## src/rtl/lsf_pkg.sv

```systemverilog
// Purpose: Shared constants and types for the light sensor status flag block
// Assumes: 16-bit registers reached through an 8-bit register pointer
// Notes:   Bit positions are plain ints, widths sized where they meet logic
package lsf_pkg;
  localparam logic [7:0]  STATUS_OFFSET   = 8'h0C;
  localparam logic [7:0]  IDENT_OFFSET    = 8'h11;
  localparam logic [15:0] STATUS_RESET    = 16'h0000;
  localparam logic [15:0] UNMAPPED_VALUE  = 16'h0000;
  localparam int          BELOW_BIT       = 0;
  localparam int          ABOVE_BIT       = 1;
  localparam int          DONE_BIT        = 2;
  localparam int          OVR_BIT         = 3;
  localparam logic [11:0] STATUS_RSVD     = 12'h000;
  localparam logic [1:0]  IDENT_RSVD      = 2'h0;
  localparam logic [2:0]  BIT_LAST        = 3'h7;
  localparam logic [7:0]  PTR_RESET       = 8'h00;
  localparam logic [3:0]  PERSIST_RESET   = 4'h0;
  localparam logic [4:0]  THR_ALIGN       = 5'h08;

  typedef enum logic [2:0] {
    LSF_IDLE  = 3'b000,
    LSF_ADDR  = 3'b001,
    LSF_PTR   = 3'b011,
    LSF_WDATA = 3'b010,
    LSF_RDATA = 3'b110
  } lsf_i2c_state_type;
endpackage : lsf_pkg

```

## src/rtl/lsf_status_top.sv

```systemverilog
// Purpose: Status and identification registers behind an I2C target port
// Assumes: SCL and SDA are asynchronous pins, conversion inputs are on CLK
// Notes:   CLK must run at least eight times the SCL rate
`timescale 1ns/1ps
// Behaviour
// - Sample-done sets when a conversion ends
// - Status read or nonzero write clears done
// - Bit 3 shows conversion overflow
// - Bit 1 sets after persistent above-limit run
// - Bit 0 sets after persistent below-limit run
// - Status indicators read-only, bits 15..4 zero
// - Status register resets to zero
// - Identity word at 0x11, bits 15..14 zero
// - Persistence code selects 1, 2, 4, 8
// - Event pin polarity follows configuration bit
module lsf_status_top #(
  parameter logic [6:0]  DEV_ADDR   = 7'h44,
  parameter logic [1:0]  ID_LOW     = 2'h1,   // Arbitrary value
  parameter logic [11:0] ID_HIGH    = 12'h0A5, // Arbitrary value
  parameter int          RES_MANT_W = 20,
  parameter int          THR_MANT_W = 12
) (
  input  wire logic                  CLK,
  input  wire logic                  ARST_N,
  input  wire logic                  SCL_IN,
  input  wire logic                  SDA_IN,
  output logic                       SDA_OUT,
  output logic                       SDA_OE,
  output logic                       EVENT_PIN,
  input  wire logic                  EVENT_PIN_POLARITY,
  input  wire logic                  CONV_DONE,
  input  wire logic                  CONV_OVERFLOW,
  input  wire logic [3:0]            RESULT_EXPONENT,
  input  wire logic [RES_MANT_W-1:0] RESULT_MANTISSA,
  input  wire logic [3:0]            UPPER_LIMIT_EXPONENT,
  input  wire logic [THR_MANT_W-1:0] UPPER_LIMIT_MANTISSA,
  input  wire logic [3:0]            LOWER_LIMIT_EXPONENT,
  input  wire logic [THR_MANT_W-1:0] LOWER_LIMIT_MANTISSA,
  input  wire logic [1:0]            PERSIST_COUNT
);
  localparam int LIN_W = RES_MANT_W + 24;

  logic                      scl_s1, scl_s2, scl_d;
  logic                      sda_s1, sda_s2, sda_d;
  logic                      scl_rise, scl_fall, start_det, stop_det;
  lsf_pkg::lsf_i2c_state_type state_reg, state_next;
  logic [2:0]                cnt_reg, cnt_next;
  logic                      pend_reg, pend_next;
  logic                      ack_reg, ack_next;
  logic                      mack_reg, mack_next;
  logic                      rw_reg, rw_next;
  logic                      lo_reg, lo_next;
  logic                      low_reg, low_next;
  logic [7:0]                shift_reg, shift_next;
  logic [7:0]                ptr_reg, ptr_next;
  logic [7:0]                hi_reg, hi_next;
  logic [15:0]               rd_reg, rd_next;
  logic                      load_word, wr_clear, rd_clear;
  logic [15:0]               status_word, ident_word, word_sel;
  logic                      done_reg, done_next;
  logic                      ovr_reg, ovr_next;
  logic                      event_reg, event_next;
  logic [LIN_W-1:0]          res_lin, upper_lin, lower_lin;
  logic [1:0]                violate, limit_flag;

  // Pins pass two flops before any logic looks at them
  always_ff @(posedge CLK or negedge ARST_N) begin
    if (!ARST_N) begin
      scl_s1 <= 1'b1;
      scl_s2 <= 1'b1;
      scl_d  <= 1'b1;
      sda_s1 <= 1'b1;
      sda_s2 <= 1'b1;
      sda_d  <= 1'b1;
    end else begin
      scl_s1 <= SCL_IN;
      scl_s2 <= scl_s1;
      scl_d  <= scl_s2;
      sda_s1 <= SDA_IN;
      sda_s2 <= sda_s1;
      sda_d  <= sda_s2;
    end
  end

  assign scl_rise  = scl_s2 && !scl_d;
  assign scl_fall  = !scl_s2 && scl_d;
  assign start_det = scl_s2 && scl_d && sda_d && !sda_s2;
  assign stop_det  = scl_s2 && scl_d && !sda_d && sda_s2;

  assign status_word = {lsf_pkg::STATUS_RSVD, ovr_reg, done_reg, limit_flag[1], limit_flag[0]};
  assign ident_word  = {lsf_pkg::IDENT_RSVD, ID_LOW, ID_HIGH};

  always_comb begin
    word_sel = lsf_pkg::UNMAPPED_VALUE;
    if (ptr_reg == lsf_pkg::STATUS_OFFSET) begin
      word_sel = status_word;
    end else if (ptr_reg == lsf_pkg::IDENT_OFFSET) begin
      word_sel = ident_word;
    end
  end

  always_comb begin
    state_next = state_reg;
    cnt_next   = cnt_reg;
    pend_next  = pend_reg;
    ack_next   = ack_reg;
    mack_next  = mack_reg;
    rw_next    = rw_reg;
    lo_next    = lo_reg;
    low_next   = low_reg;
    shift_next = shift_reg;
    ptr_next   = ptr_reg;
    hi_next    = hi_reg;
    rd_next    = rd_reg;
    load_word  = 1'b0;
    wr_clear   = 1'b0;
    if (stop_det) begin
      state_next = lsf_pkg::LSF_IDLE;
      pend_next  = 1'b0;
      ack_next   = 1'b0;
      mack_next  = 1'b0;
      low_next   = 1'b0;
    end else if (start_det) begin
      state_next = lsf_pkg::LSF_ADDR;
      cnt_next   = 3'h0;
      pend_next  = 1'b0;
      ack_next   = 1'b0;
      mack_next  = 1'b0;
      lo_next    = 1'b0;
      low_next   = 1'b0;
    end else if (state_reg == lsf_pkg::LSF_RDATA) begin
      if (scl_rise) begin
        if (mack_reg) begin
          // Host NACK ends the read, ACK asks for the next byte
          mack_next = 1'b0;
          ack_next  = !sda_s2;
          if (sda_s2) begin
            state_next = lsf_pkg::LSF_IDLE;
          end
        end else begin
          cnt_next = cnt_reg + 3'h1;
          if (cnt_reg == lsf_pkg::BIT_LAST) begin
            pend_next = 1'b1;
          end
        end
      end else if (scl_fall) begin
        if (pend_reg) begin
          pend_next = 1'b0;
          mack_next = 1'b1;
          low_next  = 1'b0;
        end else if (ack_reg) begin
          ack_next = 1'b0;
          cnt_next = 3'h0;
          if (lo_reg) begin
            shift_next = rd_reg[7:0];
            low_next   = !rd_reg[7];
            lo_next    = 1'b0;
          end else begin
            load_word  = 1'b1;
            rd_next    = word_sel;
            shift_next = word_sel[15:8];
            low_next   = !word_sel[15];
            lo_next    = 1'b1;
          end
        end else begin
          shift_next = {shift_reg[6:0], 1'b0};
          low_next   = !shift_reg[6];
        end
      end
    end else if (state_reg != lsf_pkg::LSF_IDLE) begin
      if (scl_rise && !ack_reg) begin
        shift_next = {shift_reg[6:0], sda_s2};
        cnt_next   = cnt_reg + 3'h1;
        if (cnt_reg == lsf_pkg::BIT_LAST) begin
          pend_next = 1'b1;
        end
      end else if (scl_fall && pend_reg) begin
        pend_next = 1'b0;
        ack_next  = 1'b1;
        low_next  = 1'b1;
        unique case (state_reg)
          lsf_pkg::LSF_ADDR: begin
            rw_next = shift_reg[0];
            if (shift_reg[7:1] != DEV_ADDR) begin
              state_next = lsf_pkg::LSF_IDLE;
              ack_next   = 1'b0;
              low_next   = 1'b0;
            end
          end
          lsf_pkg::LSF_PTR: begin
            ptr_next = shift_reg;
          end
          lsf_pkg::LSF_WDATA: begin
            if (!lo_reg) begin
              hi_next = shift_reg;
              lo_next = 1'b1;
            end else begin
              lo_next = 1'b0;
              // only a nonzero status write acts
              wr_clear = (ptr_reg == lsf_pkg::STATUS_OFFSET) && ({hi_reg, shift_reg} != 16'h0000);
            end
          end
          default: begin
          end
        endcase
      end else if (scl_fall && ack_reg) begin
        ack_next = 1'b0;
        low_next = 1'b0;
        cnt_next = 3'h0;
        unique case (state_reg)
          lsf_pkg::LSF_ADDR: begin
            if (rw_reg) begin
              state_next = lsf_pkg::LSF_RDATA;
              load_word  = 1'b1;
              rd_next    = word_sel;
              shift_next = word_sel[15:8];
              low_next   = !word_sel[15];
              lo_next    = 1'b1;
            end else begin
              state_next = lsf_pkg::LSF_PTR;
            end
          end
          lsf_pkg::LSF_PTR: begin
            state_next = lsf_pkg::LSF_WDATA;
            lo_next    = 1'b0;
          end
          default: begin
          end
        endcase
      end
    end
  end

  always_ff @(posedge CLK or negedge ARST_N) begin
    if (!ARST_N) begin
      state_reg <= lsf_pkg::LSF_IDLE;
      cnt_reg   <= 3'h0;
      pend_reg  <= 1'b0;
      ack_reg   <= 1'b0;
      mack_reg  <= 1'b0;
      rw_reg    <= 1'b0;
      lo_reg    <= 1'b0;
      low_reg   <= 1'b0;
      shift_reg <= 8'h00;
      ptr_reg   <= lsf_pkg::PTR_RESET;
      hi_reg    <= 8'h00;
      rd_reg    <= 16'h0000;
    end else begin
      state_reg <= state_next;
      cnt_reg   <= cnt_next;
      pend_reg  <= pend_next;
      ack_reg   <= ack_next;
      mack_reg  <= mack_next;
      rw_reg    <= rw_next;
      lo_reg    <= lo_next;
      low_reg   <= low_next;
      shift_reg <= shift_next;
      ptr_reg   <= ptr_next;
      hi_reg    <= hi_next;
      rd_reg    <= rd_next;
    end
  end

  // Open drain: only ever pulls low
  assign SDA_OUT = 1'b0;
  assign SDA_OE  = low_reg;

  // Read clears at the moment the word is captured for sending
  assign rd_clear = load_word && (ptr_reg == lsf_pkg::STATUS_OFFSET);

  always_comb begin
    done_next = done_reg;
    ovr_next  = ovr_reg;
    if (rd_clear || wr_clear) begin
      done_next = 1'b0;
    end
    if (CONV_DONE) begin
      done_next = 1'b1;
      ovr_next  = CONV_OVERFLOW;
    end
    event_next = EVENT_PIN_POLARITY ? done_next : !done_next;
  end

  always_ff @(posedge CLK or negedge ARST_N) begin
    if (!ARST_N) begin
      done_reg  <= lsf_pkg::STATUS_RESET[lsf_pkg::DONE_BIT];
      ovr_reg   <= lsf_pkg::STATUS_RESET[lsf_pkg::OVR_BIT];
      event_reg <= 1'b1;
    end else begin
      done_reg  <= done_next;
      ovr_reg   <= ovr_next;
      event_reg <= event_next;
    end
  end

  assign EVENT_PIN = event_reg;

  // Linear scale; threshold mantissa aligns to the result's top bits
  assign res_lin   = LIN_W'(RESULT_MANTISSA) << RESULT_EXPONENT;
  assign upper_lin = LIN_W'(UPPER_LIMIT_MANTISSA) << (5'(UPPER_LIMIT_EXPONENT) + lsf_pkg::THR_ALIGN);
  assign lower_lin = LIN_W'(LOWER_LIMIT_MANTISSA) << (5'(LOWER_LIMIT_EXPONENT) + lsf_pkg::THR_ALIGN);
  assign violate[lsf_pkg::BELOW_BIT] = res_lin < lower_lin;
  assign violate[lsf_pkg::ABOVE_BIT] = res_lin > upper_lin;

  for (genvar i = 0; i < 2; i++) begin : g_limit
    lsf_persist u_persist (
      .clk          (CLK),
      .arst_n       (ARST_N),
      .conv_done    (CONV_DONE),
      .violate      (violate[i]),
      .persist_code (PERSIST_COUNT),
      .flag         (limit_flag[i])
    );
  end

  done_set_a: assert property (@(posedge CLK) disable iff (!ARST_N)
    CONV_DONE |=> done_reg && status_word[lsf_pkg::DONE_BIT])
    else $error("sample-done not set after conversion");
  done_clear_a: assert property (@(posedge CLK) disable iff (!ARST_N)
    (rd_clear || wr_clear) && !CONV_DONE |=> !done_reg)
    else $error("status access did not clear sample-done");
  ovr_follow_a: assert property (@(posedge CLK) disable iff (!ARST_N)
    CONV_DONE |=> ovr_reg == $past(CONV_OVERFLOW))
    else $error("overrange does not match last conversion");
  rsvd_zero_a: assert property (@(posedge CLK) disable iff (!ARST_N)
    load_word |=> rd_reg[15:4] == 12'h000 || $past(ptr_reg) != lsf_pkg::STATUS_OFFSET)
    else $error("status reserved bits read nonzero");
  ident_read_a: assert property (@(posedge CLK) disable iff (!ARST_N)
    load_word && ptr_reg == lsf_pkg::IDENT_OFFSET |=> rd_reg == {2'h0, ID_LOW, ID_HIGH} && shift_reg == rd_reg[15:8])
    else $error("identity word read wrong");
  event_pol_a: assert property (@(posedge CLK) disable iff (!ARST_N)
    ##1 $stable(EVENT_PIN_POLARITY) |-> EVENT_PIN == (EVENT_PIN_POLARITY ? done_reg : !done_reg))
    else $error("event pin level disagrees with polarity");
  done_set_c: cover property (@(posedge CLK) disable iff (!ARST_N) $rose(done_reg));
  read_clear_c: cover property (@(posedge CLK) disable iff (!ARST_N) rd_clear ##1 !done_reg);
  write_clear_c: cover property (@(posedge CLK) disable iff (!ARST_N) wr_clear);
endmodule : lsf_status_top

```

## src/rtl/lsf_persist.sv

```systemverilog
// Purpose: Consecutive out-of-limit counter and limit indicator
// Assumes: conv_done is a one-cycle pulse on clk
// Notes:   Counter saturates at eight, the largest run ever needed
`timescale 1ns/1ps
module lsf_persist (
  input  wire logic       clk,
  input  wire logic       arst_n,
  input  wire logic       conv_done,
  input  wire logic       violate,
  input  wire logic [1:0] persist_code,
  output logic            flag
);
  logic [3:0] cnt_reg;
  logic [3:0] cnt_next;
  logic       flag_reg;
  logic       flag_next;
  logic [3:0] need;
  logic [3:0] cnt_inc;

  assign need    = 4'h1 << persist_code;
  assign cnt_inc = (cnt_reg >= 4'h8) ? cnt_reg : cnt_reg + 4'h1;

  always_comb begin
    cnt_next  = cnt_reg;
    flag_next = flag_reg;
    if (conv_done) begin
      if (violate) begin
        cnt_next  = cnt_inc;
        flag_next = (cnt_inc >= need);
      end else begin
        cnt_next  = lsf_pkg::PERSIST_RESET;
        flag_next = 1'b0;
      end
    end
  end

  always_ff @(posedge clk or negedge arst_n) begin
    if (!arst_n) begin
      cnt_reg  <= lsf_pkg::PERSIST_RESET;
      flag_reg <= 1'b0;
    end else begin
      cnt_reg  <= cnt_next;
      flag_reg <= flag_next;
    end
  end

  assign flag = flag_reg;

  flag_set_a: assert property (@(posedge clk) disable iff (!arst_n)
    conv_done && violate && (cnt_reg == 4'h0) && (persist_code == 2'h1) |=> !flag_reg && cnt_reg == 4'h1)
    else $error("limit flag set after one of two violations");
  run_reset_a: assert property (@(posedge clk) disable iff (!arst_n)
    conv_done && !violate |=> cnt_reg == 4'h0 && !flag_reg)
    else $error("in-limit result did not restart the run");
  flag_hold_a: assert property (@(posedge clk) disable iff (!arst_n)
    !conv_done |=> $stable(flag_reg) && $stable(cnt_reg))
    else $error("limit state moved without a conversion");
  flag_rise_c: cover property (@(posedge clk) disable iff (!arst_n) $rose(flag_reg));
endmodule : lsf_persist

```

## config.mk

```make
export PLATFORM = sky130hd
export DESIGN_NAME = lsf_status_top
export DESIGN_NICKNAME = d
export VERILOG_FILES = /design/src/rtl/lsf_pkg.sv /design/src/rtl/lsf_status_top.sv /design/src/rtl/lsf_persist.sv
export SDC_FILE = /design/constraint.sdc
export NUM_CORES = 1
export LEC_CHECK = 0
export BUFFER_PORTS_ARGS = -buffer_cell sky130_fd_sc_hd__buf_2
export CELL_PAD_IN_SITES_DETAIL_PLACEMENT = 0
export CELL_PAD_IN_SITES_GLOBAL_PLACEMENT = 2
export CORE_MARGIN = 10
export CORE_UTILIZATION = 30
export CTS_CLUSTER_SIZE = 14
export DETAILED_ROUTE_END_ITERATION = 16
export PLACE_DENSITY = 0.66
export SYNTH_ARGS = -nofsm -noshare
export SYNTH_HDL_FRONTEND = slang
export SYNTH_SLANG_ARGS = --single-unit
```

## constraint.sdc

```tcl
create_clock -name CLK -period 2.75 [get_ports CLK]
set_input_delay 0.1375 -clock CLK [delete_from_list [all_inputs] [get_ports CLK]]
set_output_delay 0.1375 -clock CLK [all_outputs]
set_load 0.02 [all_outputs]
```

After elaboration in Yosys (flattened, before gate mapping)
Cells that the tools add are included.
{"block": "word_totals", "output_inout_bits": 3, "regBits": 63, "inputBits": 65, "elab_cells": 277}
{"block": "op_classes", "addsub": 5, "muxes": 138, "eq_ne": 40, "n_lt_le_gt_ge": 6, "bitwise": 5, "shifts": 4, "reduce_logical": 54}
{"op": "8-bit 2-to-1 mux", "count": 24}
{"op": "12-bit by 5-bit left shift with 44-bit output", "count": 2}
{"op": "1-bit 2-to-1 mux", "count": 82}
{"op": "3-bit 2-to-1 mux", "count": 24}
{"op": "44-bit greater-than comparator", "count": 1}
{"op": "44-bit less-than comparator", "count": 1}
{"op": "4-bit inequality test (second input constant)", "count": 11}
{"op": "20-bit by 4-bit left shift with 44-bit output", "count": 1}
{"op": "13-bit 2-to-1 mux", "count": 2}
{"op": "5-bit inequality test (second input constant)", "count": 5}
{"op": "4-bit nonzero test", "count": 5}
{"op": "5-bit nonzero test", "count": 4}
{"op": "3-bit inequality test (second input constant)", "count": 6}
{"op": "3-bit nonzero test", "count": 6}
{"op": "4-bit 2-to-1 mux", "count": 4}
{"op": "8-bit AND reduction", "count": 2}
{"op": "16-bit nonzero test", "count": 1}
{"op": "2-bit inequality test (second input constant)", "count": 7}
{"op": "7-bit AND reduction", "count": 2}
{"op": "13-bit AND reduction", "count": 1}
{"op": "1-bit logical AND", "count": 12}
{"op": "11-bit AND reduction", "count": 1}
{"op": "4-bit by 4-bit adder with 5-bit output (second input constant)", "count": 2}
{"op": "5-bit by 4-bit inequality test with 1-bit output (second input constant)", "count": 2}
{"op": "25 further kinds", "count": 44}

Depth between registers and ports, before layout
{"block": "depth", "word_depth": 16, "ltp_mapped": 15}

Cells and area by module
A second synthesis with hierarchy kept.
{"block": "unflattened", "hier_cells": 837, "area_unflattened_um2": 7041.8}
{"mod": "lsf_status_top", "instances": 1, "cells_per_inst": 759, "area_each_um2": 6288.5}
{"mod": "lsf_persist", "instances": 2, "cells_per_inst": 39, "area_each_um2": 376.6}

Worst setup path before layout
Ideal clock, no wire load.
{"block": "synth_path", "kind": "input to register", "startpoint": "in RESULT_EXPONENT[0]", "endpoint": "reg g_limit[1].u_persist.cnt_reg[0]", "path_slack_ns": -0.267, "stages": 12, "t_arrival_ns": 2.878, "required_ns": 2.610, "cell_sequence": "buf_2 buf_2 mux4_2 mux2i_1 o22ai_1 ha_1 a21oi_1 nand2_1 a21o_1 o311a_1 o31ai_1 o211ai_1"}
{"block": "synth_via", "elab_chain_len": 3}
{"element": "start, declared", "line": "lsf_status_top.sv:33", "source": "input wire logic [3:0] RESULT_EXPONENT,"}
{"element": "20-bit by 4-bit left shift with 44-bit output", "line": "lsf_status_top.sv:299", "source": "assign res_lin = LIN_W'(RESULT_MANTISSA) << RESULT_EXPONENT;"}
{"element": "44-bit greater-than comparator", "line": "lsf_status_top.sv:303", "source": "assign violate[lsf_pkg::ABOVE_BIT] = res_lin > upper_lin;"}
{"element": "4-bit 2-to-1 mux", "line": "lsf_persist.sv:27", "source": "if (violate) begin"}
{"element": "end signal, assigned", "line": "lsf_persist.sv:39", "source": "cnt_reg <= lsf_pkg::PERSIST_RESET;"}
{"element": "end signal, assigned", "line": "lsf_persist.sv:42", "source": "cnt_reg <= cnt_next;"}
{"element": "end, declared", "line": "lsf_persist.sv:13", "source": "logic [3:0] cnt_reg;"}
Every way passes these cells.
A chain may end at the register's enable or synchronous reset.

Final worst setup path
Ends and elaborated chain as after synthesis.

==> results by stage <==
Status:
- The flow ran to the end, and the final reports show no timing, DRC or antenna violations.

Critical path:
- Counting stages on the worst path, the most repeated cell is sky130_fd_sc_hd__buf_4.
- In this run the number of cells on the critical path is 16.
- The critical-path maximum fanout is 5.
- The cell with the biggest individual delay on the critical path is sky130_fd_sc_hd__mux4_2.
- The total buffers and inverters traversed by the critical path is 6.
- The count of cells along the worst register-to-register path is 8.
- The critical path start-end classification is input pin to flip-flop.
- The type of origin of the critical path is an input pin.
- The arrival time of the worst setup path is 2850 ps.
- The required time reported for the critical path endpoint is 2960 ps.
- The delay contributed by the slowest stage of the critical path is 500 ps.
- STA classifies the critical path endpoint as a flip-flop.
- The family with the most delay on the worst path is buffers and inverters.
- Walking the worst path, the cells encountered are buf_6 -> buf_4 -> mux4_2 -> buf_4 -> mux2i_4 -> buf_4 -> mux2i_1 -> buf_4 -> ha_1 -> nand2_1 -> nor4_4 -> buf_4 -> nand3_2 -> and3_1 -> o31ai_1 -> o211ai_1.

Drt:
- The DRC violation count after routing is 0.
- The final layout contains routed wiring with a total length of 21600 µm.
- The via-per-instance ratio is 5.04.
- The detailed router placed 6674 vias in this run.
- In this run, the number of DRC markers left after iteration 0 of detailed routing was 329.
- The count of nets left with antenna violations once routing finished came out at 0.
- The final routed wire length divided by cell count is 16.3 µm.
- The first TritonRoute pass finished after 5 iterations.

Yosys:
- In the synthesized netlist, the number of instances is 831.
- The mapped netlist covers 0.00707 mm².
- During synthesis, Yosys emitted a total of 0 warnings.
- In the synthesized netlist the dominant register cell turns out to be sky130_fd_sc_hd__dfrtp_1.
- By area the synthesized netlist is led by sky130_fd_sc_hd__dfrtp_1, sky130_fd_sc_hd__ha_1, sky130_fd_sc_hd__mux2i_1.
- The number of flops mapped to enable cells by yosys is 0.
- The post-synthesis async set-or-reset flop share is 100%.
- The fraction of the yosys area taken by sequential cells is 21.4%.
- The top cell type's share of synthesized area is 18.8%.
- The distinct cell type count of the synthesized netlist is 77.
- In this run, synthesis produced a sequential element count of 60.
- The average size of a mapped cell is 8.51 µm².
- The cell type contributing the most total cell area after synthesis is sky130_fd_sc_hd__dfrtp_1.
- Sorting the synthesized cells by how often they occur yields sky130_fd_sc_hd__ha_1, sky130_fd_sc_hd__mux2i_1, sky130_fd_sc_hd__a21oi_1, sky130_fd_sc_hd__nand2_1, sky130_fd_sc_hd__dfrtp_1.

Timing:
- Across the routed clock network, the largest skew measured is 8.18 ps.
- The worst pin sits at a relative slew slack of 54.9%.
- The peak clock frequency supported by timing is 378 MHz.
- The shortest clock period the worst path allows after layout is 2650 ps.
- After layout, the worst setup slack is 103 ps.
- The count of final hold-check violations is 0.
- After layout, the worst path uses 96.3% of the clock period.
- Setup violations remaining at the end of the flow were counted as 0.
- The slew at the pin with the worst max-slew slack is 676 ps.
- The final number of max-transition violations came to 0.

Power:
- The switching component of the power is 1.43 mW.
- The analysis attributes to cell leakage a power of 4.29 nW.
- Combinational logic is responsible for 43.2% of the overall power.
- The power density over the cells is 426 mW/mm².
- VDD sags by at most 256 µV.
- The relative contribution of sequential cells to total power is 27.4%.
- Cell internal power was estimated by the tool at 2.53 mW.
- The power share of the clock group is 29.3%.
- The overall power is 3.95 mW.
- Net switching is 36.1% of the power.

GRT:
- The number of antenna violations at the first check in global routing came to 0.
- The first-pass GRT wire length is 35200 µm.
- The final global-route overflow total is 0.
- Across every metal layer, demand over resource in global routing totals 14.1%.
- Entering global routing, the biggest net connects 53 pins.
- The number of global-route vias before repair was 6799.

Die:
- After floorplanning, the core was sized to cover 0.0233 mm².
- The floorplan has 56 rows.
- From bottom edge to top edge, the die measures 174 µm.
- The die is 174 µm wide.
- The initial utilization of the core area, before any placement, comes to 30.3%.
- The total die area is 0.0301 mm².
- The number of placed I/O pins is 68.

Final layout:
- At the end of the flow, the number of nets in the layout was 1151.
- The number of standard cells in the final layout excluding fillers is 1324.
- Cells with a size suffix above 1 make up 32.7% of the layout.
- The number of antenna cells inserted is 0.
- The finished layout cell area is 0.00928 mm².
- From synthesis to final layout, the design area changed by 31.2%.
- At the end of the flow the core is filled with cells to 39.8%.

Placement:
- After detailed placement, the total cell area comes to 0.00857 mm².
- Detailed placement ended at an HPWL of 17700 µm.
- The number of buffers added on ports is 66.
- Before CTS, the worst setup slack after placement is -508 ps.
- The last weighted congestion value of the routability-driven placer is 0.816.
- Once placement completed, the tool counted placed cells totaling 1299.

Clock network:
- Clock tree synthesis inserted a total of 9 buffers.
- The clock sink count is 60.
- The root buffer cell chosen for the clock tree is sky130_fd_sc_hd__clkbuf_16.
- TritonCTS built the clock tree.
- The clock passes through at most 2 buffers.
- Clock latency on the worst-skew pair, taken at its later pin, is 330 ps.
- The H-tree was split into 3 levels.
- The clock slew at the register clock pins of the worst setup and hold paths is 50 ps.

Worst hold path:
- The worst hold path passes through 2 cells.
- The tightest min-delay check is of the input pin to flip-flop type.

Job:
- The max-cap check violation count is 0.
layout by cell type (no fill, tap or decap), types with 16 or more instances in the layout:
cell	n
sky130_fd_sc_hd__conb_1	16
sky130_fd_sc_hd__nand3_1	26
sky130_fd_sc_hd__mux2_2	40
sky130_fd_sc_hd__nor2b_1	21
sky130_fd_sc_hd__ha_1	86
sky130_fd_sc_hd__nand2_1	77
sky130_fd_sc_hd__buf_4	113
sky130_fd_sc_hd__a21oi_1	74
sky130_fd_sc_hd__mux2i_1	68
sky130_fd_sc_hd__inv_1	19
sky130_fd_sc_hd__nor2_1	52
sky130_fd_sc_hd__o21ai_0	26
sky130_fd_sc_hd__dfrtp_1	53
sky130_fd_sc_hd__buf_2	63
final timing paths:
kind | start | end | slack, ps
setup / recovery | RESULT_EXPONENT[0] | g_limit[1].u_persist.cnt_reg[0] | 100
hold / removal | CONV_OVERFLOW | ovr_reg | 40
setup reg to reg | scl_d | cnt_reg[0] | 310
hold reg to reg | sda_s1 | sda_s2 | 350
max in group asynchronous | ARST_N | state_reg[1] | 1650
min in group asynchronous | ARST_N | mack_reg | 190
routing by layer:
| metal | global-route usage (%) | wire, µm | share of wire, % | vias to the layer above |
|---|---|---|---|---|
| li1 | - | - | - | 3422 |
| met1 | 19.1 | 10600 | 49 | 3141 |
| met2 | 23.2 | 10100 | 47 | 93 |
| met3 | 2.20 | 686 | 3.2 | 18 |
| met4 | 2.66 | 248 | 1.1 | 0 |
| met5 | 0 | 0 | 0 | - |
layout make-up:
type | instances | area, µm²
timing repair buffer | 188 | 1330
fill | 2400 | 14100
clock buffer | 11 | 253
sequential | 60 | 1510
tap | 319 | 399
multi-input combinational | 720 | 5640
inverter | 21 | 78.8
clock inverter | 5 | 60.1
kinds of logic (layout without fill, tap and decap cells):
kind of cell	count (synthesis)	count (layout)	synth area share, %
AND/OR/NAND/NOR	273	273	20.3
AO/OA/AOI/OAI	207	207	18.2
multiplexers	132	132	20.3
adder cells (fa/ha/maj)	86	86	15.2
buffers and inverters	65	225	3.73
flip-flops	60	60	21.4
XOR/XNOR	6	6	0.743
other	2	16	0.106
metrics by stage:
step | hold WS (ps) | setup TNS, ps
final | 41.1 | 0
after global routing | 32.5 | -45.6
after CTS | 27.5 | -18.4
after detailed placement | -1.21 | -4420
after global placement | -0.940 | -4380
after floorplan | -158 | -39.3
power groups by stage:
stage	logic [mW]	clock network (mW)	registers (mW)
finish	1.71	1.16	1.08
global route	1.93	1.23	1.10
CTS	1.62	1.19	1.08
detailed placement	1.60	0	1.09
global placement	1.60	0	1.10
floorplan	1.05	0	1.04
timing repair:
| item | in CTS | in global routing |
|---|---|---|
| buffers inserted | 0 | 6 |
| setup endpoints to repair | 10 | 10 |
| resized for setup | 12 | 66 |
| hold buffers | 4 | 0 |
| endpoints found under the hold margin | 11 | 0 |
| pin swaps | 0 | 15 |
Power figures use the tool's default switching activity.
